`src/logic/nv_ctl_pkg.sv`:
```
// Notes on behaviour
// - array writes inside the protected range are dropped, contents unchanged
// - protect 000 none, 001 180h-1FFh, 010 100h-1FFh, 011 whole array
// - protect 100 000h-03Fh, 101 000h-07Fh, 110 000h-0FFh, 111 whole array
// - trim settings live in non-volatile storage and survive total power loss
// - pin capacitor = 16*not b5 + 8,4,2,1,0.5 weights + 9 pF
// - series load 4.5pF to 20.25pF in 0.25pF steps, code 0 mid-scale
// - count trim changes counts per second, averaging out the ppm error
// - count trim bit 2 is sign: 0 positive, 1 negative; zero magnitude no change
// - count trim bit 1 gives 10ppm, bit 0 gives 20ppm
// - bus-off bit set ignores the serial bus while on battery
// - switchover bit 0 standard, 1 legacy (default)
// - reset level codes 000..100 map 4.64, 4.38, 3.09, 2.92, 2.63 V
// - reset level writes are stored regardless of array protection
// - supply below chosen level holds reset and silences the serial bus
// - register-write latch clears when a control register write completes
package nv_ctl_pkg;
  // serial device selects and register addresses
  localparam logic [6:0]  CCR_DEV_ID   = 7'h6f;
  localparam logic [15:0] ADDR_SR      = 16'h003f;
  localparam logic [15:0] ADDR_BL      = 16'h0010;
  localparam logic [15:0] ADDR_ATR     = 16'h0012;
  localparam logic [15:0] ADDR_DTR     = 16'h0013;
  localparam logic [15:0] ADDR_PWR     = 16'h0014;
  // status register fields and the enable sequence values
  localparam int          SR_BAT_BIT   = 7;
  localparam int          SR_REGISTER_WRITE_LATCH_BIT  = 2;
  localparam int          SR_WEL_BIT   = 1;
  localparam logic [7:0]  SR_CLR       = 8'h00;
  localparam logic [7:0]  SR_SET_WEL   = 8'h02;
  localparam logic [7:0]  SR_SET_REGISTER_WRITE_LATCH  = 8'h06;
  // field positions inside control bytes
  localparam int          BL_PROT_LSB  = 5;
  localparam int          BL_WD_LSB    = 3;
  localparam int          PWR_BUS_OFF_ON_BATTERY_BIT = 7;
  localparam int          PWR_BSW_BIT  = 6;
  // reset values
  localparam logic [2:0]  PROT_RST     = 3'h0;
  localparam logic [1:0]  WD_RST       = 2'h3;
  localparam logic [5:0]  ATR_RST      = 6'h00;
  localparam logic [2:0]  DTR_RST      = 3'h0;
  localparam logic        BUS_OFF_ON_BATTERY_RST     = 1'b0;
  localparam logic        BSW_RST      = 1'b1;
  // protected array bounds, 9-bit array address
  localparam int          ARRAY_AW     = 9;
  localparam logic [8:0]  PROT_UQ_LO   = 9'h180;
  localparam logic [8:0]  PROT_UH_LO   = 9'h100;
  localparam logic [8:0]  PROT_4P_HI   = 9'h03f;
  localparam logic [8:0]  PROT_8P_HI   = 9'h07f;
  localparam logic [8:0]  PROT_16P_HI  = 9'h0ff;
  // capacitor weights in half-pF units (equal to series load in quarter-pF)
  localparam logic [6:0]  CAP_W_B5     = 7'h20;
  localparam logic [6:0]  CAP_FIXED    = 7'h12;
  // reset thresholds in mV
  localparam logic [12:0] VRST_000     = 13'h1220;
  localparam logic [12:0] VRST_001     = 13'h111c;
  localparam logic [12:0] VRST_010     = 13'h0c12;
  localparam logic [12:0] VRST_011     = 13'h0b68;
  localparam logic [12:0] VRST_100     = 13'h0a46;
  // count trim: oscillator counts per second, ppm denominator, one 10ppm step
  localparam logic [16:0] OSC_PER_SEC  = 17'h08000;
  localparam logic [20:0] PPM_DEN      = 21'h0f4240;
  localparam logic [20:0] TRIM_UNIT    = 21'h050000;

  typedef enum logic [4:0] {
    ST_IDLE  = 5'h01,
    ST_RX    = 5'h02,
    ST_ACK   = 5'h04,
    ST_TX    = 5'h08,
    ST_TXACK = 5'h10
  } bus_st_e;

  typedef struct packed {
    logic [2:0] protect_sel;
    logic [1:0] wd_sel;
    logic [5:0] cap_trim;
    logic [2:0] count_trim;
    logic       bus_off_on_battery;
    logic       switchover_mode_sel;
    logic [2:0] reset_level;
  } nv_regs_s;
endpackage

```
`src/logic/nv_protect_trim_power_regs.sv`:
```
`timescale 1ns/100ps
module nv_protect_trim_power_regs
  import nv_ctl_pkg::*;
#(
  parameter logic [6:0] ARRAY_DEV_ID = 7'h50,  // arbitrary value
  parameter logic [2:0] VTS_DEFAULT  = 3'h0
) (
  input  wire logic        clk,
  input  wire logic        sys_rst,
  input  wire logic        scl_i,
  input  wire logic        sda_i,
  output logic             sda_o,
  output logic             sda_oe,
  input  wire logic        on_battery,
  input  wire logic [12:0] supply_mv,
  input  wire logic        osc_tick,
  input  wire logic [7:0]  array_rd_data,
  output logic [8:0]       array_addr,
  output logic             array_wr,
  output logic [8:0]       array_wr_addr,
  output logic [7:0]       array_wr_data,
  output logic [2:0]       protect_sel,
  output logic [6:0]       cap_half_pf,
  output logic             sec_tick,
  output logic             switchover_mode_sel,
  output logic [12:0]      reset_threshold_mv,
  output logic             supply_reset
);
  if (VTS_DEFAULT > 3'h4) begin : g_chk
    $error("VTS_DEFAULT must be a defined reset level code");
  end

  // protected-range decode of the array address
  function automatic logic prot_hit(input logic [2:0] sel, input logic [8:0] a);
    logic hit;
    hit = 1'b0;
    case (sel)
      3'h1: hit = (a >= PROT_UQ_LO);
      3'h2: hit = (a >= PROT_UH_LO);
      3'h3: hit = 1'b1;
      3'h4: hit = (a <= PROT_4P_HI);
      3'h5: hit = (a <= PROT_8P_HI);
      3'h6: hit = (a <= PROT_16P_HI);
      3'h7: hit = 1'b1;
      default: hit = 1'b0;
    endcase
    return hit;
  endfunction

  // undefined codes fall back to the highest level, the safe side for a supervisor
  function automatic logic [12:0] level_mv(input logic [2:0] code);
    logic [12:0] mv;
    case (code)
      3'h1: mv = VRST_001;
      3'h2: mv = VRST_010;
      3'h3: mv = VRST_011;
      3'h4: mv = VRST_100;
      default: mv = VRST_000;
    endcase
    return mv;
  endfunction

  logic        scl_q_ff, sda_q_ff;
  bus_st_e     st_ff, nxt_st;
  logic [3:0]  bitcnt_ff, nxt_bitcnt;
  logic [7:0]  shift_ff, nxt_shift;
  logic [1:0]  byte_idx_ff, nxt_byte_idx;
  logic        is_ccr_ff, nxt_is_ccr;
  logic        is_read_ff, nxt_is_read;
  logic [15:0] addr_ff, nxt_addr;
  logic        wel_ff, nxt_wel;
  logic        register_write_latch_ff, nxt_register_write_latch;
  logic        ctl_wr_ff, nxt_ctl_wr;
  logic        sda_oe_ff, nxt_sda_oe;
  logic        array_wr_ff, nxt_array_wr;
  logic [8:0]  array_wr_addr_ff, nxt_array_wr_addr;
  logic [7:0]  array_wr_data_ff, nxt_array_wr_data;
  nv_regs_s    regs_ff, nxt_regs;
  logic        sda_o_ff;
  logic        supply_reset_ff;
  logic        scl_rise, scl_fall, start_c, stop_c, bus_ok;
  logic [7:0]  ccr_rd, tx_byte;

  // bus line events, inputs taken as already synchronous
  assign scl_rise = scl_i & ~scl_q_ff;
  assign scl_fall = ~scl_i & scl_q_ff;
  assign start_c  = scl_i & scl_q_ff & sda_q_ff & ~sda_i;
  assign stop_c   = scl_i & scl_q_ff & ~sda_q_ff & sda_i;
  assign bus_ok   = ~(regs_ff.bus_off_on_battery & on_battery) & ~supply_reset_ff;

  // readback of the control space; unassigned bits stay zero
  always_comb begin
    ccr_rd = 8'h00;
    case (addr_ff)
      ADDR_SR: begin
        ccr_rd[SR_BAT_BIT]  = on_battery;
        ccr_rd[SR_REGISTER_WRITE_LATCH_BIT] = register_write_latch_ff;
        ccr_rd[SR_WEL_BIT]  = wel_ff;
      end
      ADDR_BL: begin
        ccr_rd[BL_PROT_LSB +: 3] = regs_ff.protect_sel;
        ccr_rd[BL_WD_LSB +: 2]   = regs_ff.wd_sel;
      end
      ADDR_ATR: ccr_rd[5:0] = regs_ff.cap_trim;
      ADDR_DTR: ccr_rd[2:0] = regs_ff.count_trim;
      ADDR_PWR: begin
        ccr_rd[PWR_BUS_OFF_ON_BATTERY_BIT] = regs_ff.bus_off_on_battery;
        ccr_rd[PWR_BSW_BIT]  = regs_ff.switchover_mode_sel;
        ccr_rd[2:0]          = regs_ff.reset_level;
      end
      default: ccr_rd = 8'h00;
    endcase
    tx_byte = is_ccr_ff ? ccr_rd : array_rd_data;
  end

  // serial slave, byte handling and register writes
  always_comb begin
    nxt_st            = st_ff;
    nxt_bitcnt        = bitcnt_ff;
    nxt_shift         = shift_ff;
    nxt_byte_idx      = byte_idx_ff;
    nxt_is_ccr        = is_ccr_ff;
    nxt_is_read       = is_read_ff;
    nxt_addr          = addr_ff;
    nxt_wel           = wel_ff;
    nxt_register_write_latch          = register_write_latch_ff;
    nxt_ctl_wr        = ctl_wr_ff;
    nxt_sda_oe        = sda_oe_ff;
    nxt_array_wr      = 1'b0;
    nxt_array_wr_addr = array_wr_addr_ff;
    nxt_array_wr_data = array_wr_data_ff;
    nxt_regs          = regs_ff;
    if (stop_c || !bus_ok) begin
      // a write only counts as complete on a stop, never on a repeated start
      if (stop_c && ctl_wr_ff) begin
        nxt_register_write_latch = 1'b0;
      end
      nxt_ctl_wr = 1'b0;
      nxt_st     = ST_IDLE;
      nxt_sda_oe = 1'b0;
    end else if (start_c) begin
      nxt_st       = ST_RX;
      nxt_bitcnt   = 4'h0;
      nxt_byte_idx = 2'h0;
      nxt_sda_oe   = 1'b0;
    end else begin
      case (st_ff)
        ST_RX: begin
          if (scl_rise) begin
            nxt_shift  = {shift_ff[6:0], sda_i};
            nxt_bitcnt = bitcnt_ff + 4'h1;
          end else if (scl_fall && bitcnt_ff == 4'h8) begin
            nxt_st     = ST_ACK;
            nxt_sda_oe = 1'b1;
            if (byte_idx_ff != 2'h3) begin
              nxt_byte_idx = byte_idx_ff + 2'h1;
            end
            case (byte_idx_ff)
              2'h0: begin
                nxt_is_ccr  = (shift_ff[7:1] == CCR_DEV_ID);
                nxt_is_read = shift_ff[0];
                if (shift_ff[7:1] != CCR_DEV_ID && shift_ff[7:1] != ARRAY_DEV_ID) begin
                  nxt_st     = ST_IDLE;
                  nxt_sda_oe = 1'b0;
                end
              end
              2'h1: nxt_addr[15:8] = shift_ff;
              2'h2: nxt_addr[7:0] = shift_ff;
              default: begin
                nxt_addr = addr_ff + 16'h0001;
                if (!is_ccr_ff) begin
                  nxt_array_wr      = ~prot_hit(regs_ff.protect_sel, addr_ff[8:0]);
                  nxt_array_wr_addr = addr_ff[8:0];
                  nxt_array_wr_data = shift_ff;
                end else if (addr_ff == ADDR_SR) begin
                  // only the exact sequence values move the latches
                  if (shift_ff == SR_CLR) begin
                    nxt_wel  = 1'b0;
                    nxt_register_write_latch = 1'b0;
                  end else if (shift_ff == SR_SET_WEL) begin
                    nxt_wel  = 1'b1;
                    nxt_register_write_latch = 1'b0;
                  end else if (shift_ff == SR_SET_REGISTER_WRITE_LATCH && wel_ff) begin
                    nxt_register_write_latch = 1'b1;
                  end
                end else if (register_write_latch_ff) begin
                  // writes land in named fields only, so spare bits are dropped
                  case (addr_ff)
                    ADDR_BL: begin
                      nxt_regs.protect_sel = shift_ff[BL_PROT_LSB +: 3];
                      nxt_regs.wd_sel      = shift_ff[BL_WD_LSB +: 2];
                      nxt_ctl_wr           = 1'b1;
                    end
                    ADDR_ATR: begin
                      nxt_regs.cap_trim = shift_ff[5:0];
                      nxt_ctl_wr        = 1'b1;
                    end
                    ADDR_DTR: begin
                      nxt_regs.count_trim = shift_ff[2:0];
                      nxt_ctl_wr          = 1'b1;
                    end
                    ADDR_PWR: begin
                      nxt_regs.bus_off_on_battery  = shift_ff[PWR_BUS_OFF_ON_BATTERY_BIT];
                      nxt_regs.switchover_mode_sel = shift_ff[PWR_BSW_BIT];
                      nxt_regs.reset_level         = shift_ff[2:0];
                      nxt_ctl_wr                   = 1'b1;
                    end
                    default: nxt_ctl_wr = ctl_wr_ff;
                  endcase
                end
              end
            endcase
          end
        end
        ST_ACK: begin
          if (scl_fall) begin
            if (is_read_ff) begin
              nxt_st     = ST_TX;
              nxt_sda_oe = ~tx_byte[7];
              nxt_shift  = {tx_byte[6:0], 1'b0};
              nxt_bitcnt = 4'h1;
              nxt_addr   = addr_ff + 16'h0001;
            end else begin
              nxt_st     = ST_RX;
              nxt_sda_oe = 1'b0;
              nxt_bitcnt = 4'h0;
            end
          end
        end
        ST_TX: begin
          if (scl_fall) begin
            if (bitcnt_ff == 4'h8) begin
              nxt_st     = ST_TXACK;
              nxt_sda_oe = 1'b0;
            end else begin
              nxt_sda_oe = ~shift_ff[7];
              nxt_shift  = {shift_ff[6:0], 1'b0};
              nxt_bitcnt = bitcnt_ff + 4'h1;
            end
          end
        end
        ST_TXACK: begin
          if (scl_rise) begin
            nxt_st = sda_i ? ST_IDLE : ST_ACK;
          end
        end
        default: nxt_st = ST_IDLE;
      endcase
    end
  end

  // regs_ff stands for the non-volatile cells: only sys_rst (factory load) resets
  // them, a supply reset leaves them alone while the volatile latches drop
  always_ff @(posedge clk) begin
    scl_q_ff <= scl_i;
    sda_q_ff <= sda_i;
    sda_o_ff <= 1'b0;
    if (sys_rst) begin
      st_ff            <= ST_IDLE;
      bitcnt_ff        <= 4'h0;
      shift_ff         <= 8'h00;
      byte_idx_ff      <= 2'h0;
      is_ccr_ff        <= 1'b0;
      is_read_ff       <= 1'b0;
      addr_ff          <= 16'h0000;
      wel_ff           <= 1'b0;
      register_write_latch_ff          <= 1'b0;
      ctl_wr_ff        <= 1'b0;
      sda_oe_ff        <= 1'b0;
      array_wr_ff      <= 1'b0;
      array_wr_addr_ff <= 9'h000;
      array_wr_data_ff <= 8'h00;
      regs_ff          <= '{PROT_RST, WD_RST, ATR_RST, DTR_RST, BUS_OFF_ON_BATTERY_RST, BSW_RST,
                            VTS_DEFAULT};
    end else begin
      st_ff            <= nxt_st;
      bitcnt_ff        <= nxt_bitcnt;
      shift_ff         <= nxt_shift;
      byte_idx_ff      <= nxt_byte_idx;
      is_ccr_ff        <= nxt_is_ccr;
      is_read_ff       <= nxt_is_read;
      addr_ff          <= nxt_addr;
      wel_ff           <= nxt_wel & ~supply_reset_ff;
      register_write_latch_ff          <= nxt_register_write_latch & ~supply_reset_ff;
      ctl_wr_ff        <= nxt_ctl_wr;
      sda_oe_ff        <= nxt_sda_oe;
      array_wr_ff      <= nxt_array_wr;
      array_wr_addr_ff <= nxt_array_wr_addr;
      array_wr_data_ff <= nxt_array_wr_data;
      regs_ff          <= nxt_regs;
    end
  end

  // trim outputs and supply supervisor
  logic [6:0]  cap_ff, nxt_cap;
  logic [12:0] thr_ff;
  always_comb begin
    nxt_cap = (regs_ff.cap_trim[5] ? 7'h00 : CAP_W_B5)
            + {2'b00, regs_ff.cap_trim[4:0]} + CAP_FIXED;
  end

  always_ff @(posedge clk) begin
    if (sys_rst) begin
      cap_ff          <= 7'h00;
      thr_ff          <= VRST_000;
      supply_reset_ff <= 1'b0;
    end else begin
      cap_ff          <= nxt_cap;
      thr_ff          <= level_mv(regs_ff.reset_level);
      supply_reset_ff <= (supply_mv < thr_ff);
    end
  end

  // seconds from oscillator counts; the fraction is carried so the mean rate is exact
  logic [16:0] cnt_ff, nxt_cnt, per_ff, nxt_per;
  logic [20:0] acc_ff, nxt_acc, acc_sum;
  logic        sec_ff, nxt_sec;
  always_comb begin
    nxt_cnt = cnt_ff;
    nxt_per = per_ff;
    nxt_acc = acc_ff;
    nxt_sec = 1'b0;
    acc_sum = acc_ff + (regs_ff.count_trim[1] ? TRIM_UNIT : 21'h000000)
            + (regs_ff.count_trim[0] ? {TRIM_UNIT[19:0], 1'b0} : 21'h000000);
    if (osc_tick) begin
      if (cnt_ff >= per_ff - 17'h00001) begin
        nxt_cnt = 17'h00000;
        nxt_sec = 1'b1;
        nxt_per = OSC_PER_SEC;
        nxt_acc = acc_sum;
        if (acc_sum >= PPM_DEN) begin
          nxt_acc = acc_sum - PPM_DEN;
          // a faster clock needs fewer counts per second
          nxt_per = regs_ff.count_trim[2] ? OSC_PER_SEC + 17'h00001
                                          : OSC_PER_SEC - 17'h00001;
        end
      end else begin
        nxt_cnt = cnt_ff + 17'h00001;
      end
    end
  end

  always_ff @(posedge clk) begin
    if (sys_rst) begin
      cnt_ff <= 17'h00000;
      per_ff <= OSC_PER_SEC;
      acc_ff <= 21'h000000;
      sec_ff <= 1'b0;
    end else begin
      cnt_ff <= nxt_cnt;
      per_ff <= nxt_per;
      acc_ff <= nxt_acc;
      sec_ff <= nxt_sec;
    end
  end

  assign sda_o               = sda_o_ff;
  assign sda_oe              = sda_oe_ff;
  assign array_addr          = addr_ff[8:0];
  assign array_wr            = array_wr_ff;
  assign array_wr_addr       = array_wr_addr_ff;
  assign array_wr_data       = array_wr_data_ff;
  assign protect_sel         = regs_ff.protect_sel;
  assign cap_half_pf         = cap_ff;
  assign sec_tick            = sec_ff;
  assign switchover_mode_sel = regs_ff.switchover_mode_sel;
  assign reset_threshold_mv  = thr_ff;
  assign supply_reset        = supply_reset_ff;
endmodule

```
`config.mk`:
```
export PLATFORM = sky130hd
export DESIGN_NAME = nv_protect_trim_power_regs
export DESIGN_NICKNAME = d
export VERILOG_FILES = /design/src/logic/nv_ctl_pkg.sv /design/src/logic/nv_protect_trim_power_regs.sv
export SDC_FILE = /design/constraint.sdc
export NUM_CORES = 1
export LEC_CHECK = 0
export ABC_AREA = 0
export BUFFER_PORTS_ARGS = -buffer_cell sky130_fd_sc_hd__buf_4
export CAP_MARGIN = 0
export CORE_MARGIN = 2
export CORE_UTILIZATION = 54
export CTS_CLUSTER_DIAMETER = 200
export CTS_CLUSTER_SIZE = 25
export DETAILED_ROUTE_END_ITERATION = 10
export GPL_TIMING_DRIVEN = 0
export PLACE_DENSITY_LB_ADDON = 0.2
export SYNTH_ARGS = -nofsm -noshare
export SYNTH_HDL_FRONTEND = slang
export SYNTH_SLANG_ARGS = --single-unit
```
`constraint.sdc`:
```
create_clock -name clk -period 2.9 [get_ports clk]
set_input_delay 0.29 -clock clk [delete_from_list [all_inputs] [get_ports clk]]
set_output_delay 0.29 -clock clk [all_outputs]
set_load 0.1 [all_outputs]
```
==> results of run 1 <==
==> repair_timing <==
action / in CTS / in global routing
hold endpoints to repair: 1 / 0
resized for setup: 8 / 14
endpoints found under the setup margin: 33 / 28
pin swaps: 3 / 6
hold buffers: 1 / 0
setup buffers: 1 / 5
==> logic make-up after synthesis <==
logic type	after synthesis	synth area share, %
other	1	0.0497
AO/OA/AOI/OAI	220	19.2
adder cells (fa/ha/maj)	48	8.06
multiplexers	22	2.94
XOR/XNOR	25	2.90
AND/OR/NAND/NOR	368	24.6
flip-flops	134	35.6
buffers and inverters	101	6.70
==> layer usage <==
metal / global-route usage [%] / part of all wire (%) / wire length (um) / vias up
li1: - / - / - / 3474
met1: 35.1 / 43 / 8790 / 3321
met5: 0 / 0 / 0 / -
met2: 47.5 / 49 / 10100 / 226
met3: 5.71 / 5.4 / 1110 / 39
met4: 10.8 / 2.2 / 450 / 0
==> power by group through the flow <==
| stage | sequential [mW] | clock [mW] | combinational [mW] |
|---|---|---|---|
| after detailed placement | 1.90 | 0 | 0.176 |
| after global routing | 1.86 | 2.09 | 0.194 |
| after global placement | 1.90 | 0 | 0.174 |
| after floorplan | 1.92 | 0 | 0.0846 |
| after CTS | 1.86 | 2.01 | 0.178 |
| final | 1.86 | 2.00 | 0.179 |
==> cell type report <==
type                    count  area [um^2]  share of cell area (%)
repair buffers             83          626                    6.94
flip-flops and latches    134         2680                    29.8
clock inverters             5         50.0                   0.555
plain buffers              60          360                    4.00
clock buffers              23          488                    5.42
multi-input cells         686         4430                    49.1
inverters                  40          150                    1.67
well taps                 180          225                    2.50
==> placed cells by master, fill, tap and decap left out, types with 26 or more instances in the layout <==
| master | netlist | layout |
|---|---|---|
| dfxtp_1 | 134 | 133 |
| nand2_1 | 114 | 112 |
| buf_4 | 20 | 105 |
| nor2_1 | 89 | 88 |
| a21oi_1 | 83 | 81 |
| ha_1 | 47 | 46 |
| inv_1 | 40 | 40 |
| o21ai_0 | 37 | 36 |
| nand3_1 | 28 | 28 |
| clkbuf_1 | 26 | 26 |
==> cell usage after synthesis, types with 4 or more instances <==
cell and instances:
nand3b_1 5, o31ai_1 9, mux2i_1 21, a211oi_1 17, nand3_1 28, nor2b_1 12, o211ai_1 8, xnor2_1 11
nand4_1 17, clkbuf_1 26, nor3_2 5, and3_1 12, nand2_1 114, or2_2 6, ha_1 47, buf_4 20
a32oi_1 4, buf_2 7, or3_1 7, and2_1 8, nand2b_1 11, dfxtp_1 134, xor2_1 14, inv_1 40
a21oi_1 83, a21o_1 5, o311ai_0 4, a22oi_1 6, nor2_1 89, o21a_1 5, nor3_1 19, o21ai_0 37
or4_1 6
==> registers in the layout, indices dropped and copies added, names as in the netlist, 2 cells and up <==
| signal | cells |
|---|---|
| acc_ff | 15 |
| addr_ff | 16 |
| array_wr_addr | 9 |
| array_wr_data | 8 |
| bitcnt_ff | 4 |
| byte_idx_ff | 2 |
| cap_half_pf | 7 |
| cnt_ff | 17 |
| per_ff | 3 |
| protect_sel | 3 |
| regs_ff | 15 |
| reset_threshold_mv | 10 |
| shift_ff | 8 |
| st_ff | 5 |
==> worst paths after layout <==
check / from / end / slack, ns
max: addr_ff[8]$_SDFFE_PP0P_ / sda_oe$_SDFFE_PP0P_ / 0.13
min: sda_i / sda_q_ff$_DFF_P_ / 0.02
max reg2reg: addr_ff[8]$_SDFFE_PP0P_ / sda_oe$_SDFFE_PP0P_ / 0.13
min reg2reg: sda_oe$_SDFFE_PP0P_ / sda_oe$_SDFFE_PP0P_ / 0.45
==> through the flow <==
step           util (%)  hold slack (ns)  instance area, um^2  power, mW  setup slack [ns]
2_1_floorplan         -            0.318                 7550       2.00             0.170
3_3_place_gp       60.6            0.433                 8350       2.07            -0.531
3_5_place_dp       60.6            0.435                 8350       2.07            -0.578
4_1_cts            64.8          0.00809                 8930       4.05          0.000179
5_1_grt            65.4          0.00955                 9010       4.14           -0.0458
6_report           65.4           0.0157                 9010       4.04             0.131
==> results.yml, run 1 <==
yosys:
  syn_area_mm2: 0.00754
  yosys_warnings: 0
  ys_seq_area_share_pct: 35.6
  synth_seq_cells: 134
  synth_ff_type: "dfxtp_1"
  syn_avg_cell_area_um2: 8.21
  ys_types: 78
  yosys.area.top_type: "dfxtp_1"
  netlist_instances: 919
  synthTopCellsByArea: "dfxtp_1 36%, ha_1 7.8%, nand2_1 5.7%"
  async_flop_share_pct: 0
  synth_edf_count: 0
  yosysTopAreaCellShare_pct: 35.6
cts:
  h-tree-depth: 4
  clock_latency_ns: 0.42
  cts_buffers: 17
  clock-root-buffer: "clkbuf_16"
  cts_tree: "built"
  clk_pin_slew_ns: 0.06
  cts_max_path_buffers: 2
  clock_sinks: 134
final_layout:
  fillCellCount: 1226
  insertedDiodeCount: 0
  nets: 1097
  layoutNonFillerInstCount: 1211
  area_delta_synth_final_pct: 19.4
  layout-drive-gt1-share_pct: 18.2
timing:
  fin_skew_ns: 0.00693
  fmax_mhz: 361
  max_slew_margin_pct: 47.2
  fin_crit_sh_pct: 95.5
  rsz0062_at_grt: "true"
  hold_viol: 0
  min_period_ns: 2.77
  worstMarginPinSlew_ns: 0.792
  finalMaxSlewViolations: 0
  fin_tns_setup_ns: 0
  final-setup-viol-count: 0
drt:
  wl_per_cell_um: 16.8
  drt-total-wl_mm: 20.4
  via_per_inst: 5.83
  drc: 0
  ant_nets: 0
  vias: 7060
  drt_iter0_drc: 751
  dr.pass1.iters: 6
placement:
  dp.cells: 1177
  portBuffers: 76
  hpwlAfterDp_mm: 14.2
  routabilityCongestion: 0.944
power:
  ir_drop_uv: 417
  internal_power_mw: 3.15
  p_seq_share_pct: 46.0
  power_leakage_nw: 3.53
  combPwrFrac_pct: 4.4
  p_sw_mw: 0.892
  switching_share_pct: 22.1
  clockPowerShare_pct: 49.5
  p_per_area_mw_per_mm2: 448
global_routing:
  grt_overflow: 0
  grt_max_degree: 17
  grt_pass1_wl_mm: 32.7
  grt_usage_pct: 28.1
  grt_pass1_vias: 6653
  antenna_found_initial: 0
die:
  core_area_mm2: 0.0138
  fp.dieW_um: 122
  initial_core_util_pct: 54.8
  std_cell_rows: 43
  top_level_ports: 82
  die_h_um: 122
  dieArea_mm2: 0.0149
critical_path:
  end_kind: "flop"
  crit_fanout: 10
  crit_top_cell: "a21oi_1"
  cp_top_family: "simple AND/OR/NAND/NOR gates"
  path_buf_inv: 1
  crit_required_ns: 3.21
  crit_arrival_ns: 3.08
  cp_slowest_cell: "or4_4"
  start_kind: "flop"
  path_depth: 8
  worstPathCellList: "or4_4 -> nor3_2 -> nand4_1 -> clkbuf_1 -> o21ai_0 -> a21oi_1 -> o211ai_1 -> a21oi_1"
  worstRegToRegCells: 8
  critPathMaxStageDelay_ns: 0.59
  path_class: "flop to flop"
status:
  status: "finished, final reports clean"
worst_hold_path:
  hp-class: "input port to flop"
  hold_depth: 1
run:
  max_cap_violations: 0
Note: power is estimated with default switching activity, not from simulation.
==> run 2, diff against run 1 <==
--- a/config.mk
+++ b/config.mk
@@ -6,7 +6,7 @@
 export NUM_CORES = 1
 export LEC_CHECK = 0
 export ABC_AREA = 0
-export BUFFER_PORTS_ARGS = -buffer_cell sky130_fd_sc_hd__buf_4
+export BUFFER_PORTS_ARGS = -buffer_cell sky130_fd_sc_hd__buf_2
 export CAP_MARGIN = 0
 export CORE_MARGIN = 2
 export CORE_UTILIZATION = 54
==> results.yml, run 2 (synthesized netlist as in run 1, its figures left out) <==
drt:
  wl_per_cell_um: 16.4
  via_per_inst: 5.81
  ant_nets: 0
  drt-total-wl_mm: 19.9
  dr.pass1.iters: 5
  vias: 7053
  drc: 0
  drt_iter0_drc: 519
final_layout:
  reg.largest.list: "cnt_ff x17, addr_ff x16"
  multi_input_area_mm2: 0.00442
  largest_reg_flops: 17
  fillCellCount: 1292
  register_area_mm2: 0.00268
  layout-drive-gt1-share_pct: 18.3
  final_cell_area_mm2: 0.00881
  area_delta_synth_final_pct: 16.8
  final_common_cell: "dfxtp_1"
  layoutNonFillerInstCount: 1213
  insertedDiodeCount: 0
  nets: 1095
  final_cell_mix: "133 x dfxtp_1, 113 x nand2_1, 88 x nor2_1"
  regMostFlops: "cnt_ff"
placement:
  dp.cells: 1177
  place_ws_ns: -0.608
  portBuffers: 76
  hpwlAfterDp_mm: 14.3
  placed_area_mm2: 0.00816
  routabilityCongestion: 0.895
timing:
  max_slew_margin_pct: 49.4
  min_period_ns: 2.74
  hold_viol: 0
  fmax_mhz: 365
  rsz0062_at_grt: "false"
  worstMarginPinSlew_ns: 0.759
  fin_tns_setup_ns: 0
  fin_skew_ns: 0.00876
  finalMaxSlewViolations: 0
  whs_ns: 0.0216
  fin_crit_sh_pct: 94.4
  setup_ws_ns: 0.162
  final-setup-viol-count: 0
global_routing:
  grt_max_degree: 17
  grt_overflow: 0
  grt_pass1_wl_mm: 32.3
  grt_usage_pct: 27.7
  grt_pass1_vias: 6654
  antenna_found_initial: 0
die:
  core_area_mm2: 0.0138
  top_level_ports: 82
  std_cell_rows: 43
  fp.dieW_um: 122
  die_h_um: 122
  initial_core_util_pct: 54.8
  dieArea_mm2: 0.0149
critical_path:
  crit_required_ns: 3.26
  crit_arrival_ns: 3.10
  crit_fanout: 4
  end_kind: "flop"
  path_class: "flop to flop"
  critPathLaunch: "per_ff[0]$_SDFFE_PP0P_"
  r2r_slack_ns: 0.16
  r2r_start: "per_ff[0]$_SDFFE_PP0P_"
  start_kind: "flop"
cts:
  cts_tree: "built"
  cts_buffers: 17
  clock_latency_ns: 0.44
  clock-root-buffer: "clkbuf_16"
  clk_pin_slew_ns: 0.06
  hold_buffers: 0
  cts_max_path_buffers: 2
  h-tree-depth: 4
  clock_sinks: 134
power:
  power_leakage_nw: 3.48
  p_per_area_mw_per_mm2: 460
  ir_drop_uv: 400
run:
  max_cap_violations: 0
worst_hold_path:
  hp-class: "input port to flop"
  hold_start: "scl_i"
status:
  status: "finished, final reports clean"
## run 2: changes by cell type in the layout (fill, tap and decap cells not counted), sizes merged
cell and delta:
buf -2, clkbuf -2, clkinvlp +4, dlygate4sd3 -1, clkinv +3
## run 2: stage by stage
stage | utilization (%) | total power [mW]
2_1_floorplan | - | 2.00
6_report | 64.0 | 4.05
4_1_cts | 63.5 | 4.07
5_1_grt | 64.0 | 4.17
3_5_place_dp | 59.2 | 2.06
3_3_place_gp | 59.2 | 2.06
## run 2: cell type report
| class | instances | area share, % |
|---|---|---|
| multi-input cells | 686 | 50.2 |
| flip-flops and latches | 134 | 30.5 |
| clock buffers | 20 | 5.07 |
| repair buffers | 81 | 4.74 |
| plain buffers | 60 | 4.06 |
| well taps | 180 | 2.56 |
| inverters | 40 | 1.70 |
| clock inverters | 12 | 1.21 |
## run 2: timing repair
item,in CTS,in global routing
endpoints found under the hold margin,0,0
pin swaps,2,4
resized for setup,7,10
endpoints found under the setup margin,33,26
setup buffers,2,3
## run 2: final timing paths
kind	cells past startpoint	to
worst min register to register	2	sda_oe$_SDFFE_PP0P_
worst max-delay path	11	acc_ff[10]$_SDFFE_PP0P_
worst min-delay path	1	scl_q_ff$_DFF_P_
worst max register to register	11	acc_ff[10]$_SDFFE_PP0P_
## run 2: report_power, final
part           switching [mW]  internal (mW)  leakage [nW]  total, mW
logic                   0.124         0.0426          2.13      0.166
registers             0.00858           1.85          1.08       1.86
clock network           0.836           1.19         0.262       2.03
total                   0.969           3.09          3.48       4.05
## run 2: critical path, stage by stage (launching register included)
cell and delay [ns]:
dfxtp_1 0.41, inv_1 0.08, ha_1 0.29, ha_1 0.29, nor2b_1 0.15, o21bai_1 0.07, a31o_2 0.25, a21oi_2 0.22
o21ai_2 0.08, buf_4 0.17, or4_1 0.50, a21oi_1 0.14
## run 2: metal layers
metal,vias up,track usage [%],wire length [um]
met4,0,12.4,441
met5,-,0,0
met2,217,45.5,9580
met3,42,6.13,1120
li1,3473,-,-
met1,3321,34.8,8750
